<file path="src/core/alpm_pkg.sv">
// alpm_pkg: constants and types of the converter low-power mode controller
package alpm_pkg;
  // ==========================================================================
  // register write port layout
  // ==========================================================================
  localparam int ADDR_W = 8;
  localparam int DATA_W = 8;
  localparam logic [7:0] UNLOCK_ADDR = 8'h05;
  localparam logic [7:0] UNLOCK_VALUE = 8'h69;
  localparam logic [7:0] PWR_CTL_ADDR = 8'h04;
  localparam int LIGHT_EN_BIT = 1;
  localparam int DEEP_REQ_BIT = 0;
  // ==========================================================================
  // wake-up times (default cycles at 25 MHz)
  // ==========================================================================
  localparam int CLK_PERIOD_NS = 40;
  localparam int LIGHT_WAKE_NS = 400;
  localparam int DEEP_WAKE_NS = 10000;
  localparam int LIGHT_WAKE_CYC = (LIGHT_WAKE_NS + CLK_PERIOD_NS - 1) / CLK_PERIOD_NS;
  localparam int DEEP_WAKE_CYC = (DEEP_WAKE_NS + CLK_PERIOD_NS - 1) / CLK_PERIOD_NS;
  localparam int CNT_W = 16;
  // ==========================================================================
  // power states
  // ==========================================================================
  typedef enum logic [4:0] {
    ALPM_ACTIVE = 5'h01,
    ALPM_LIGHT = 5'h02,
    ALPM_LIGHT_WAKE = 5'h04,
    ALPM_DEEP = 5'h08,
    ALPM_DEEP_WAKE = 5'h10
  } alpm_state_t;
endpackage : alpm_pkg

</file>
<file path="src/core/alpm_ctrl.sv">
// alpm_ctrl: light-sleep and deep-sleep power mode control
// Contract
// normal mode keeps circuits powered between conversions
// host unlocks with 69h at 05h first
// light sleep at conversion end, pin high
// light sleep holds blocks reduced-power in acquisition
// pin falling edge leaves light sleep
// host waits light-sleep wake time before start
// deep request enters deep on pin rise
// deep: analog off, interface on, registers kept
// deep sleep drives ready status high
// host clears deep request to leave
// clearing request drives ready high, power-up begins
// host waits deep power-up time before converting
// wake times are cycle-count parameters
`timescale 1ns/1ns
`default_nettype none
module alpm_ctrl
#(
  parameter int LIGHT_WAKE = alpm_pkg::LIGHT_WAKE_CYC,
  parameter int DEEP_WAKE = alpm_pkg::DEEP_WAKE_CYC
)
(
  // clock and reset
  input wire logic i_clock,
  input wire logic i_reset,
  // pin and conversion core
  input wire logic i_conversion_start_select,
  input wire logic i_conversion_done,
  // register write port from serial interface
  input wire logic i_reg_write,
  input wire logic [alpm_pkg::ADDR_W-1:0] i_reg_addr,
  input wire logic [alpm_pkg::DATA_W-1:0] i_reg_wdata,
  // power and status outputs
  output logic o_analog_power_on,
  output logic o_reduced_power,
  output logic o_interface_on,
  output logic o_ready_status_output,
  output logic o_wake_pending,
  output logic o_light_sleep_enable,
  output logic o_deep_sleep_request
);
  logic css_s;
  logic css_d_r;
  logic css_rise;
  logic css_fall;
  logic unlock_r;
  logic unlock_nxt;
  logic light_en_r;
  logic light_en_nxt;
  logic deep_req_r;
  logic deep_req_nxt;
  logic ctl_wr;
  alpm_pkg::alpm_state_t state_r;
  alpm_pkg::alpm_state_t state_nxt;
  logic [alpm_pkg::CNT_W-1:0] cnt_r;
  logic [alpm_pkg::CNT_W-1:0] cnt_nxt;
  logic analog_r;
  logic analog_nxt;
  logic reduced_r;
  logic reduced_nxt;
  logic ready_r;
  logic ready_nxt;
  logic wake_r;
  logic wake_nxt;
  logic interface_r;
  logic interface_nxt;

  // ==========================================================================
  // pin synchronisation and edge detect
  // ==========================================================================
  alpm_sync alpm_sync_i
  (
    .i_clock(i_clock),
    .i_reset(i_reset),
    .i_async(i_conversion_start_select),
    .o_sync(css_s)
  );
  always_ff @(posedge i_clock or posedge i_reset)
  begin
    if (i_reset)
      css_d_r <= 1'b0;
    else
      css_d_r <= css_s;
  end
  assign css_rise = css_s & ~css_d_r;
  assign css_fall = ~css_s & css_d_r;

  // ==========================================================================
  // power control word with unlock; registers stay intact in deep sleep
  // ==========================================================================
  // the unlock is one-shot: any other write relocks, so a stray write cannot
  // flip a power bit
  always_comb
  begin
    unlock_nxt = unlock_r;
    light_en_nxt = light_en_r;
    deep_req_nxt = deep_req_r;
    ctl_wr = i_reg_write && (i_reg_addr == alpm_pkg::PWR_CTL_ADDR) && unlock_r;
    if (i_reg_write)
    begin
      unlock_nxt = (i_reg_addr == alpm_pkg::UNLOCK_ADDR) &&
                   (i_reg_wdata == alpm_pkg::UNLOCK_VALUE);
      if (ctl_wr)
      begin
        light_en_nxt = i_reg_wdata[alpm_pkg::LIGHT_EN_BIT];
        deep_req_nxt = i_reg_wdata[alpm_pkg::DEEP_REQ_BIT];
      end
    end
  end
  always_ff @(posedge i_clock or posedge i_reset)
  begin
    if (i_reset)
    begin
      unlock_r <= 1'b0;
      light_en_r <= 1'b0;
      deep_req_r <= 1'b0;
    end
    else
    begin
      unlock_r <= unlock_nxt;
      light_en_r <= light_en_nxt;
      deep_req_r <= deep_req_nxt;
    end
  end

  // ==========================================================================
  // power state machine
  // ==========================================================================
  always_comb
  begin
    state_nxt = state_r;
    cnt_nxt = cnt_r;
    case (state_r)
      alpm_pkg::ALPM_ACTIVE:
      begin
        if (deep_req_r && css_rise)
          state_nxt = alpm_pkg::ALPM_DEEP;
        else if (light_en_r && i_conversion_done && css_s)
          state_nxt = alpm_pkg::ALPM_LIGHT;
      end
      alpm_pkg::ALPM_LIGHT:
      begin
        if (css_fall)
        begin
          state_nxt = alpm_pkg::ALPM_LIGHT_WAKE;
          cnt_nxt = alpm_pkg::CNT_W'(LIGHT_WAKE);
        end
      end
      alpm_pkg::ALPM_LIGHT_WAKE, alpm_pkg::ALPM_DEEP_WAKE:
      begin
        if (cnt_r <= alpm_pkg::CNT_W'(1))
        begin
          state_nxt = alpm_pkg::ALPM_ACTIVE;
          cnt_nxt = '0;
        end
        else
          cnt_nxt = cnt_r - alpm_pkg::CNT_W'(1);
      end
      alpm_pkg::ALPM_DEEP:
      begin
        if (!deep_req_r)
        begin
          state_nxt = alpm_pkg::ALPM_DEEP_WAKE;
          cnt_nxt = alpm_pkg::CNT_W'(DEEP_WAKE);
        end
      end
      default:
      begin
        state_nxt = alpm_pkg::ALPM_ACTIVE;
        cnt_nxt = '0;
      end
    endcase
  end
  always_ff @(posedge i_clock or posedge i_reset)
  begin
    if (i_reset)
    begin
      state_r <= alpm_pkg::ALPM_ACTIVE;
      cnt_r <= '0;
    end
    else
    begin
      state_r <= state_nxt;
      cnt_r <= cnt_nxt;
    end
  end

  // ==========================================================================
  // registered outputs, decoded from next state
  // ==========================================================================
  // analog stays up in active and light sleep; only deep sleep removes it
  always_comb
  begin
    analog_nxt = (state_nxt != alpm_pkg::ALPM_DEEP);
    reduced_nxt = (state_nxt == alpm_pkg::ALPM_LIGHT);
    ready_nxt = (state_nxt == alpm_pkg::ALPM_DEEP) ||
                (state_nxt == alpm_pkg::ALPM_DEEP_WAKE) ||
                (state_nxt == alpm_pkg::ALPM_ACTIVE);
    wake_nxt = (state_nxt == alpm_pkg::ALPM_LIGHT_WAKE) ||
               (state_nxt == alpm_pkg::ALPM_DEEP_WAKE);
    // the serial interface is never powered down, in any mode
    interface_nxt = 1'b1;
  end
  always_ff @(posedge i_clock or posedge i_reset)
  begin
    if (i_reset)
    begin
      analog_r <= 1'b1;
      reduced_r <= 1'b0;
      ready_r <= 1'b1;
      wake_r <= 1'b0;
      interface_r <= 1'b1;
    end
    else
    begin
      analog_r <= analog_nxt;
      reduced_r <= reduced_nxt;
      ready_r <= ready_nxt;
      wake_r <= wake_nxt;
      interface_r <= interface_nxt;
    end
  end
  assign o_analog_power_on = analog_r;
  assign o_reduced_power = reduced_r;
  assign o_interface_on = interface_r;
  assign o_ready_status_output = ready_r;
  assign o_wake_pending = wake_r;
  assign o_light_sleep_enable = light_en_r;
  assign o_deep_sleep_request = deep_req_r;
endmodule : alpm_ctrl
`default_nettype wire

</file>
<file path="src/core/alpm_sync.sv">
// alpm_sync: two flip-flop synchroniser for pin inputs
`timescale 1ns/1ns
`default_nettype none
module alpm_sync
(
  // clock and reset
  input wire logic i_clock,
  input wire logic i_reset,
  // async level in, synchronised level out
  input wire logic i_async,
  output logic o_sync
);
  logic meta_r;
  logic sync_r;
  // ==========================================================================
  // first stage feeds only the second
  // ==========================================================================
  always_ff @(posedge i_clock or posedge i_reset)
  begin
    if (i_reset)
    begin
      meta_r <= 1'b0;
      sync_r <= 1'b0;
    end
    else
    begin
      meta_r <= i_async;
      sync_r <= meta_r;
    end
  end
  assign o_sync = sync_r;
endmodule : alpm_sync
`default_nettype wire

</file>
<file path="config.mk">
export PLATFORM = sky130hd
export DESIGN_NAME = alpm_ctrl
export DESIGN_NICKNAME = d
export VERILOG_FILES = /design/src/core/alpm_pkg.sv /design/src/core/alpm_ctrl.sv /design/src/core/alpm_sync.sv
export SDC_FILE = /design/constraint.sdc
export NUM_CORES = 1
export LEC_CHECK = 0
export ABC_AREA = 1
export BUFFER_PORTS_ARGS = -buffer_cell sky130_fd_sc_hd__buf_2
export CORE_ASPECT_RATIO = 0.75
export CORE_UTILIZATION = 23
export CTS_BUF_LIST = sky130_fd_sc_hd__clkbuf_16
export DETAILED_ROUTE_END_ITERATION = 16
export SLEW_MARGIN = 20
export SYNTH_ARGS = -nofsm -noshare
export SYNTH_HDL_FRONTEND = slang
export SYNTH_SLANG_ARGS = --single-unit
</file>
<file path="constraint.sdc">
create_clock -name i_clock -period 2 [get_ports i_clock]
set_clock_uncertainty 0.15 [all_clocks]
set_input_delay 0.1 -clock i_clock [delete_from_list [all_inputs] [get_ports i_clock]]
set_output_delay 0.1 -clock i_clock [all_outputs]
set_load 0.01 [all_outputs]
</file>
---- Yosys cells after proc, flatten, opt, wreduce, memory -nomap -nowiden ----
Cells that the tools add are included.
W data, S select, Z words.
storage, ports and cells
  bits in registers ....................... 31
  bits of input ports ..................... 21
  output and inout bits ................... 7
  logic and storage cells ................. 57
cells by class
  add/subtract/negate cells ............... 1
  order comparisons ....................... 1
  equality and inequality tests ........... 16
  multiplexer cells ....................... 10
  bitwise logic cells ..................... 5
  reductions and logical operators ........ 12
operators by type and width
  cell                     number
  $pmux W16 S4             1
  $mux W16                 3
  $mux W5                  5
  $pmux W5 S4              1
  $eq A8 B3 Y1 const B     2
  $le A16 B1 Y1 const B    1
  $sub A16 B1 Y16 const B  1
  $eq A5 B1 Y1 const B     2
  $eq A5 B2 Y1 const B     2
  $eq A5 B3 Y1 const B     2
  $eq A5 B4 Y1 const B     2
  $eq A5 B5 Y1 const B     2
  $eq A8 B7 Y1 const B     1
  $logic_and A1 B1 Y1      6
  $ne A5 B4 Y1 const B     1
  $ne A2 B2 Y1 const B     2
  $logic_or A1 B1 Y1       3
  $not A1 Y1               3
  $reduce_and A3 Y1        1
  $and A1 B1 Y1            2
  $reduce_and A2 Y1        1
  $reduce_or A2 Y1         1

---- Longest topological paths before layout ----
Gate-level depths: netlist of the first run.
  word-level depth ........................ 8
  depth in mapped cells ................... 11
  depth with buffers taken out ............ 11

---- Modules after synthesis ----
Synthesis of the first run repeated with hierarchy kept, for this count alone.
second synthesis, totals
  cell total of the unflattened synthesis .. 270
  area, all modules ....................... 1934.4 sq um
by module, submodules not included
  module     times used  cells an instance  area each (sq um)
  alpm_ctrl  1           267                1880.6
  alpm_sync  1           3                  53.8

---- Least setup slack after synthesis of the first run ----
OpenSTA, ideal clock, no wires.
  kind .................................... reg2reg
  start ................................... register cnt_r[0] (netlist bit)
  end ..................................... register wake_r, in the netlist o_wake_pending
  setup time .............................. 0.118 ns
  arrival ................................. 1.280 ns
  data required time ...................... 1.732 ns
  slack ................................... 0.453 ns
  cell stages (with the launch flop) ...... 12
  buffers on the path ..................... 0
  clock period less this slack ............ 1.547 ns
  cells stage by stage .................... dfrtp_1 -> inv_1 -> ha_1 -> inv_2 -> nand2_1 -> nand2_1 -> nor2_2 -> nand2_2 -> nand2_1 -> nand3_1 -> nand2_1 -> nand2_1
between the ends
  word-level cells in the longest chain between the ends .. 5
  elaborated cells on any way between the ends .. 6
ends and longest elaborated chain
  item                                          line                                RTL
  from (decl)                                   alpm_ctrl.sv:56                     logic [alpm_pkg::CNT_W-1:0] cnt_r;
  from (signal assigned)                        alpm_ctrl.sv:185                    cnt_r <= cnt_nxt;
  $le A16 B1 Y1 (*)                             alpm_ctrl.sv:152                    if (cnt_r <= alpm_pkg::CNT_W'(1))
  $mux W5 (*)                                   alpm_ctrl.sv:152
  $pmux W5 S4 (*)                               alpm_ctrl.sv:134                    case (state_r)
  $eq A5 B3 Y1 or $eq A5 B5 Y1 (tied branches)  alpm_ctrl.sv:200, alpm_ctrl.sv:201
  $logic_or A1 B1 Y1 (*)                        alpm_ctrl.sv:200                    wake_nxt = (state_nxt == alpm_pkg::ALPM_LIGHT_WAKE) ||
  via wake_nxt                                  alpm_ctrl.sv:65                     logic wake_nxt;
  to (signal assigned)                          alpm_ctrl.sv:220                    wake_r <= wake_nxt;
  to (decl)                                     alpm_ctrl.sv:64                     logic wake_r;
Mark *: on every way through the listed nets, which the timed path passes. The rest lies on a longest branch.
A chain may end at the register's enable or synchronous reset.

---- Worst setup path in the final report of the first run ----
  start ................................... register cnt_r[0] (netlist bit)
  end ..................................... register cnt_r[13] (netlist bit)
between the ends
  word-level cells in the longest chain between the ends .. 3
  elaborated cells on any way between the ends .. 4
ends and longest elaborated chain
  item                                              line
  $sub A16 B1 Y16 or $le A16 B1 Y1 (tied branches)  alpm_ctrl.sv:158, alpm_ctrl.sv:152
  $mux W16 (*)                                      alpm_ctrl.sv:152
  $pmux W16 S4 (*)                                  alpm_ctrl.sv:134
Every way passes the cells marked *; elsewhere a longest branch is shown, timed or not.

==> summary.md, run 1 <==
| Metric | Value |
|---|---|
| Ant diodes | `0` |
| Adder-cell area share of the yosys netlist | `0.0134` |
| Clock Latency Late Sink | `280 ps` |
| Seq/Total Area, Yosys | `0.418` |
| Worst IR drop on VDD | `approximately 0.39 mV` |
| Crit path required time | `2060 ps` |
| Overall Global Routing Usage | `0.116` |
| Final net count | `325` |
| Port Buf Inserts | `26` |
| Ports | `28` |
| Synthesized instance count | `roughly 260` |
| Post-cts resize count | `0` |
| Mux contribution to synthesized area | `0` |
| Synth Register Bits | `31` |
| Hold WC Path Type | `in -> reg` |
| Final setup TNS | `0 ps` |
| First drt pass iteration count | `4` |
| Max-cap viol count | `0` |
| H-tree Lvls | `2` |
| Via count | `around 1.7k` |
| CP endpoint kind | `register` |
| Final setup fails | `0` |
| TritonCTS clock tree | `yes` |
| Initial DRC count | `slightly above 90` |
| Met2 usage | `0.176` |
| Worst path arrival time | `between 1500 and 2000 ps` |
| GRT met1 Usage | `0.157` |
| Fmax | `approximately 560 MHz` |
| Main combinational cell family by area after synthesis | `simple AND/OR/NAND/NOR gates` |
| Most Used Layer, Global Route | `met2` |
| Post-Syn Area | `around 1900 um^2` |
| Die area | `8470 um^2` |
| Synth-to-Final Area Change | `24.0%` |
| Number of global-route vias before repair | `around 1.7k` |
| Root Driver | `clkbuf_16` |
| RSZ-0062 raised after global routing | `no` |
| Final period util | `0.890` |
| Clock slew at reported path FFs | `roughly 50 ps` |
| Share of cells above drive strength 1 | `0.191` |
| Post-synthesis compound-gate area fraction | `0.0309` |
| Crit start category | `register` |
| Routability cong. | `about 0.85` |
| Die width | `106 um` |
| Max-slew violation count | `0` |
| Num CTS Buffers | `5` |
| Leak Pwr | `between 1 and 1.5 nW` |
| Global route overflow | `0` |
| Distinct cells, synth | `27` |
| Hold Violations, Final | `0` |
| Post-DP HPWL | `approximately 3.1 mm` |
| Chip height | `79.9 um` |
| Tmin final | `~1800 ps` |
| Worst Path Max Fanout | `9` |
| Clock Tree Buf Depth | `2` |
| Post-synth net total | `approximately 290` |
| Simple-gate portion of the synthesized area | `0.433` |
| Global-route wire length before repair | `7.67 mm` |
| DRC | `0` |
| Drt wl/cell | `approximately 10 um` |
| WL final | `4.22 mm` |
| Sink Count | `31` |
| Status | `complete, no violations` |
| Initial Utilization | `0.236` |
| Average size of a mapped cell | `just over 7 um^2` |
| Routed vias/inst | `approximately 4.2` |
| Yosys warnings | `0` |
| Total power | `between 2 and 3 mW` |
| Std-Cell Rows | `28` |
| PD cells | `1130 nW/um^2` |
| Final ANT Viol Nets | `0` |
| Largest net degree at the start of global routing | `32` |
| Initial antenna violation count | `0` |
| Synth Area in XOR/XNOR | `0.0282` |
| WS Path Type | `reg -> reg` |
| Core Area | `between 7000 and 8000 um^2` |
| Met3 Usage GRT | `0.0237` |
[per-layer routing]
layer / vias up / wire length (um)
met5: - / 0
met4: 0 / 71
met3: 5 / 109
met2: 19 / 1800
met1: 795 / 2250
li1: 905 / -
[cells in the final DEF, fill, tap and decap left out, types with 2 or more instances in the layout]
| cell type | instances |
|---|---|
| xor2_1 | 5 |
| inv_1 | 29 |
| dfstp_2 | 3 |
| buf_2 | 26 |
| nand4_1 | 10 |
| buf_4 | 2 |
| nand2_2 | 4 |
| dlygate4sd3_1 | 6 |
| nor3_1 | 2 |
| nor2_1 | 38 |
| clkbuf_16 | 5 |
| nor2_4 | 2 |
| dfrtp_1 | 28 |
| ha_1 | 2 |
| nand3_1 | 22 |
| nand2_1 | 91 |
| o21ai_0 | 7 |
| inv_2 | 3 |
| nor2_2 | 7 |
[synth_stat cells, drive strengths merged]
master | instances | share of area
nand4 | 10 | 0.034
o21ai | 8 | 0.024
buf | 3 | 0.014
nand3 | 24 | 0.074
ha | 2 | 0.013
dfrtp | 28 | 0.38
or2 | 1 | 0.0034
a21oi | 2 | 0.0074
nor3 | 2 | 0.0054
nor2 | 47 | 0.11
dfstp | 3 | 0.042
inv | 30 | 0.060
nand3b | 1 | 0.0040
nor4 | 1 | 0.0034
conb | 1 | 0.0020
nand2 | 95 | 0.20
xor2 | 5 | 0.024
xnor2 | 1 | 0.0047
[worst max-delay path, cell delays in order (launching register included)]
cell and delay [ps]:
dfrtp_1 360, inv_1 80, ha_1 280, nand2_1 120
nor2_1 80, o21ai_2 380, nand4_1 160, nand2_1 100
[cell type report]
type | instances | area [um^2]
clock buffer | 5 | 125
clock inverter | 3 | 12.5
fill | 852 | 5570
inverter | 30 | 113
multi-input combinational | 200 | 945
sequential | 31 | 779
tap | 105 | 131
timing repair buffer | 34 | 205
[flip-flops by register name (all words and copies together) (netlist names)]
register	cells
alpm_sync_i.meta_r	1
state_r	5
o_analog_power_on	1
cnt_r	16
alpm_sync_i.o_sync	1
o_ready_status_output	1
unlock_r	1
o_light_sleep_enable	1
css_d_r	1
o_reduced_power	1
o_deep_sleep_request	1
o_wake_pending	1
[through the flow]
step                      cells  hold slack [ps]  cell area [um^2]  utilization  setup slack, ps
after floorplan             264            -18.6              1860            -              453
after global placement      394             61.3              2110        0.268              302
after detailed placement    394             63.6              2110        0.268              262
after CTS                   408             45.8              2310        0.293              238
after global routing        408             88.1              2310        0.293             12.3
final                       408             42.4              2310        0.293              220
[cell families after synthesis]
kind of cell / Yosys count
compound gates: 10
flops: 31
fa+ha+maj: 2
other cells: 1
simple gates: 181
buf+inv: 33
xor+xnor: 6
[power breakdown]
group | internal [mW] | total [mW] | switching (mW)
logic | 0.369 | 1.11 | 0.746
registers | 0.715 | 0.772 | 0.0569
clock network | 0.449 | 0.714 | 0.265
total | 1.53 | 2.60 | 1.07
[what timing repair did]
item / in CTS / in global routing
buffers inserted: 0 / 0
hold buffers: 6 / 0
endpoints found under the hold margin: 32 / 0
[worst paths after layout]
check	slack, ps	end	from	cells past startpoint
setup / recovery	220	cnt_r[13]	cnt_r[0]	7
min in group asynchronous	300	unlock_r	i_reset	4
setup reg to reg	220	cnt_r[13]	cnt_r[0]	7
max in group asynchronous	1070	o_ready_status_output	i_reset	4
hold reg to reg	200	alpm_sync_i.o_sync	alpm_sync_i.meta_r	0
hold / removal	40	o_reduced_power	i_conversion_done	3
No activity file was read; power rests on OpenSTA's default activity.
==> run 2, diff against run 1 <==
- ABC_CLOCK_PERIOD_IN_PS: not set -> 2300
- PLACE_DENSITY_LB_ADDON: not set -> 0.25
- clock period: 2 -> 2.3 ns (I/O delays scaled with it)
==> run 2 against run 1 <==
Effect of this change:
- register-to-register slack gained 310 ps
- die area did not move
- worst setup slack improved by 310 ps
- first-iteration DRC count decreased by 39%
- combinational power fell by 13%
- cell area up 0.16%
- total power decreased by 12%
- count of clock-buffer cells in the layout stayed put
- global-route usage increased by 0.27 points
- critical path depth stayed put
- maximum frequency up 0.30%
- critical path type unchanged
- critical endpoint is now cnt_r[15]
==> summary.md, run 2 (synthesis gave the netlist of run 1 again) <==
| Metric | Value |
|---|---|
| Status | `complete, no violations (unchanged)` |
| Core Area | `7880 um^2 (unchanged)` |
| Largest net degree at the start of global routing | `32 (unchanged)` |
| Highest-delay cell along the critical path | `o21ai_2 (unchanged)` |
| Number of global-route vias before repair | `1615 (was 1689)` |
| Placed cell area | `2110 um^2 (unchanged)` |
| Root Driver | `clkbuf_16 (unchanged)` |
| Total power | `2.28 mW (was 2.60 mW)` |
| Multi-input logic area | `945 um^2 (unchanged)` |
| Final Cell Area | `2310 um^2 (about the same)` |
| TritonCTS clock tree | `yes (unchanged)` |
| Worst path arrival time | `1840 ps (about the same)` |
| Worst path cell trace | `inv_1 > ha_1 > nand2_1 > nor2_1 > o21ai_2 > nand4_1 > nand2_1 (unchanged)` |
| CP endpoint kind | `register (unchanged)` |
| Leak Pwr | `1.24 nW (was 1.25 nW)` |
| WP depth | `7 (unchanged)` |
| Clock Latency Late Sink | `280 ps (about the same)` |
| First drt pass iteration count | `4 (unchanged)` |
| Final setup TNS | `0 ps (unchanged)` |
| Max-cap viol count | `0 (unchanged)` |
| Initial DRC count | `57 (was 93)` |
| Crit path required time | `2370 ps (was 2060 ps)` |
| Overall Global Routing Usage | `0.119 (was 0.116)` |
| Flip-flop count of the largest register after layout | `16 (unchanged)` |
| Largest register by flop count | `cnt_r (unchanged)` |
| Routed vias/inst | `4.21 (was 4.23)` |
| Post-cts resize count | `0 (unchanged)` |
| Hold Violations, Final | `0 (unchanged)` |
| Worst min-delay path startpoint | `i_conversion_done (unchanged)` |
| Commonest non-fill, non-tap cell in the layout | `nand2_1 (unchanged)` |
| Routability cong. | `0.789 (was 0.845)` |
| Finished Core Util | `0.294 (was 0.293)` |
| R2r worst-path depth | `7 (unchanged)` |
| Registers with the most flip-flops | `cnt_r (16), state_r (5) (unchanged)` |
| Crit start category | `register (unchanged)` |
| Worst r2r src | `cnt_r[0] (unchanged)` |
| Final period util | `0.771 (was 0.890)` |
| PD cells | `985 nW/um^2 (was 1130 nW/um^2)` |
| Fmax | `564 MHz (was 562 MHz)` |
| Global route overflow | `0 (unchanged)` |
| Final setup fails | `0 (unchanged)` |
| Area occupied by registers | `779 um^2 (unchanged)` |
| Drt wl/cell | `10.9 um (was 10.3 um)` |
| R2R Setup Slk | `530 ps (was 220 ps)` |
| Buffers & Inverters on Critical Path | `1 (unchanged)` |
| Global-route wire length before repair | `7.72 mm (was 7.67 mm)` |
| Die area | `8470 um^2 (unchanged)` |
| Post-DP HPWL | `3.30 mm (was 3.12 mm)` |
| Synth-to-Final Area Change | `24.2% (was 24.0%)` |
| Worst path most repeated cell | `nand2_1 (unchanged)` |
| Clock slew at reported path FFs | `50 ps (about the same)` |
| Ports | `28 (unchanged)` |
| Top cell family by delay on the critical path | `simple AND/OR/NAND/NOR gates (unchanged)` |
| Share of cells above drive strength 1 | `0.195 (was 0.191)` |
| Num CTS Buffers | `5 (unchanged)` |
| Via count | `1717 (was 1724)` |
| Clock Tree Buf Depth | `2 (unchanged)` |
| Initial antenna violation count | `0 (unchanged)` |
| R2R Path End | `cnt_r[15] (was cnt_r[13])` |
| Sink Count | `31 (unchanged)` |
| Std-Cell Rows | `28 (unchanged)` |
| Max-slew violation count | `0 (unchanged)` |
| Tmin final | `1770 ps (was 1780 ps)` |
| H-tree Lvls | `2 (unchanged)` |
| Die width | `106 um (unchanged)` |
| Hold slack | `64.8 ps (was 42.4 ps)` |
| CP startpoint | `cnt_r[0] (unchanged)` |
| Final net count | `325 (unchanged)` |
| Ant diodes | `0 (unchanged)` |
| WS Path Type | `reg -> reg (unchanged)` |
| Final ANT Viol Nets | `0 (unchanged)` |
| Initial Utilization | `0.236 (unchanged)` |
| Chip height | `79.9 um (unchanged)` |
| Fillcell total | `861 (was 852)` |
| DRC | `0 (unchanged)` |
| CP max stage delay | `410 ps (was 380 ps)` |
| Worst IR drop on VDD | `0.316 mV (was 0.390 mV)` |
| Worst Path Max Fanout | `9 (unchanged)` |
| Crit path to | `cnt_r[15] (was cnt_r[13])` |
| Most frequent cells in the layout | `nand2_1 (91), nor2_1 (38), inv_1 (28), dfrtp_1 (28), buf_2 (26) (was nand2_1 (91), nor2_1 (38), inv_1 (29))` |
| Hold WC Path Type | `in -> reg (unchanged)` |
| RSZ-0062 raised after global routing | `no (unchanged)` |
| Port Buf Inserts | `26 (unchanged)` |
| WL final | `4.47 mm (was 4.22 mm)` |
run 2: metrics by stage:
step | worst slack, ps | cells
detailed placement | 532 | 394
floorplan | 753 | 264
global route | 362 | 408
CTS | 518 | 408
global placement | 567 | 394
finish | 526 | 408
run 2: worst reg2reg max path, cell delays in order (launching register included):
cell and delay (ps):
dfrtp_1 360, inv_1 80, ha_1 280, nand2_1 110
nor2_1 80, o21ai_2 410, nand4_1 140, nand2_1 90
run 2: power breakdown:
part / switching (mW) / internal, mW
Clock: 0.245 / 0.394
Combinational: 0.650 / 0.321
Sequential: 0.0493 / 0.621
Total: 0.945 / 1.34
run 2: metal layers:
metal	up-vias	track usage	wire length, um
met1	779	0.169	2440
met5	-	0	0
li1	897	-	-
met2	35	0.173	1800
met4	0	0.0500	77
met3	6	0.0245	157
run 2: timing repair:
item                                   CTS  global route
endpoints found under the hold margin   32             0
hold buffers                             6             0
buffers inserted                         0             0
setup endpoints to repair                0             0
run 2: worst min-delay path by stage:
stage | to | cells after the start
6_report | state_r[1] | 3
5_1_grt | state_r[1] | 3
4_1_cts | state_r[1] | 3
3_5_place_dp | alpm_sync_i.meta_r | 1
3_3_place_gp | unlock_r | 3
2_1_floorplan | alpm_sync_i.meta_r | 0
run 2: final cells by class:
cell class              count  area share
clock buffers               5      0.0541
clock inverters             3     0.00703
inverters                  30      0.0486
multi-input cells         200       0.408
flip-flops and latches     31       0.337
well taps                 105      0.0568
repair buffers             34      0.0886
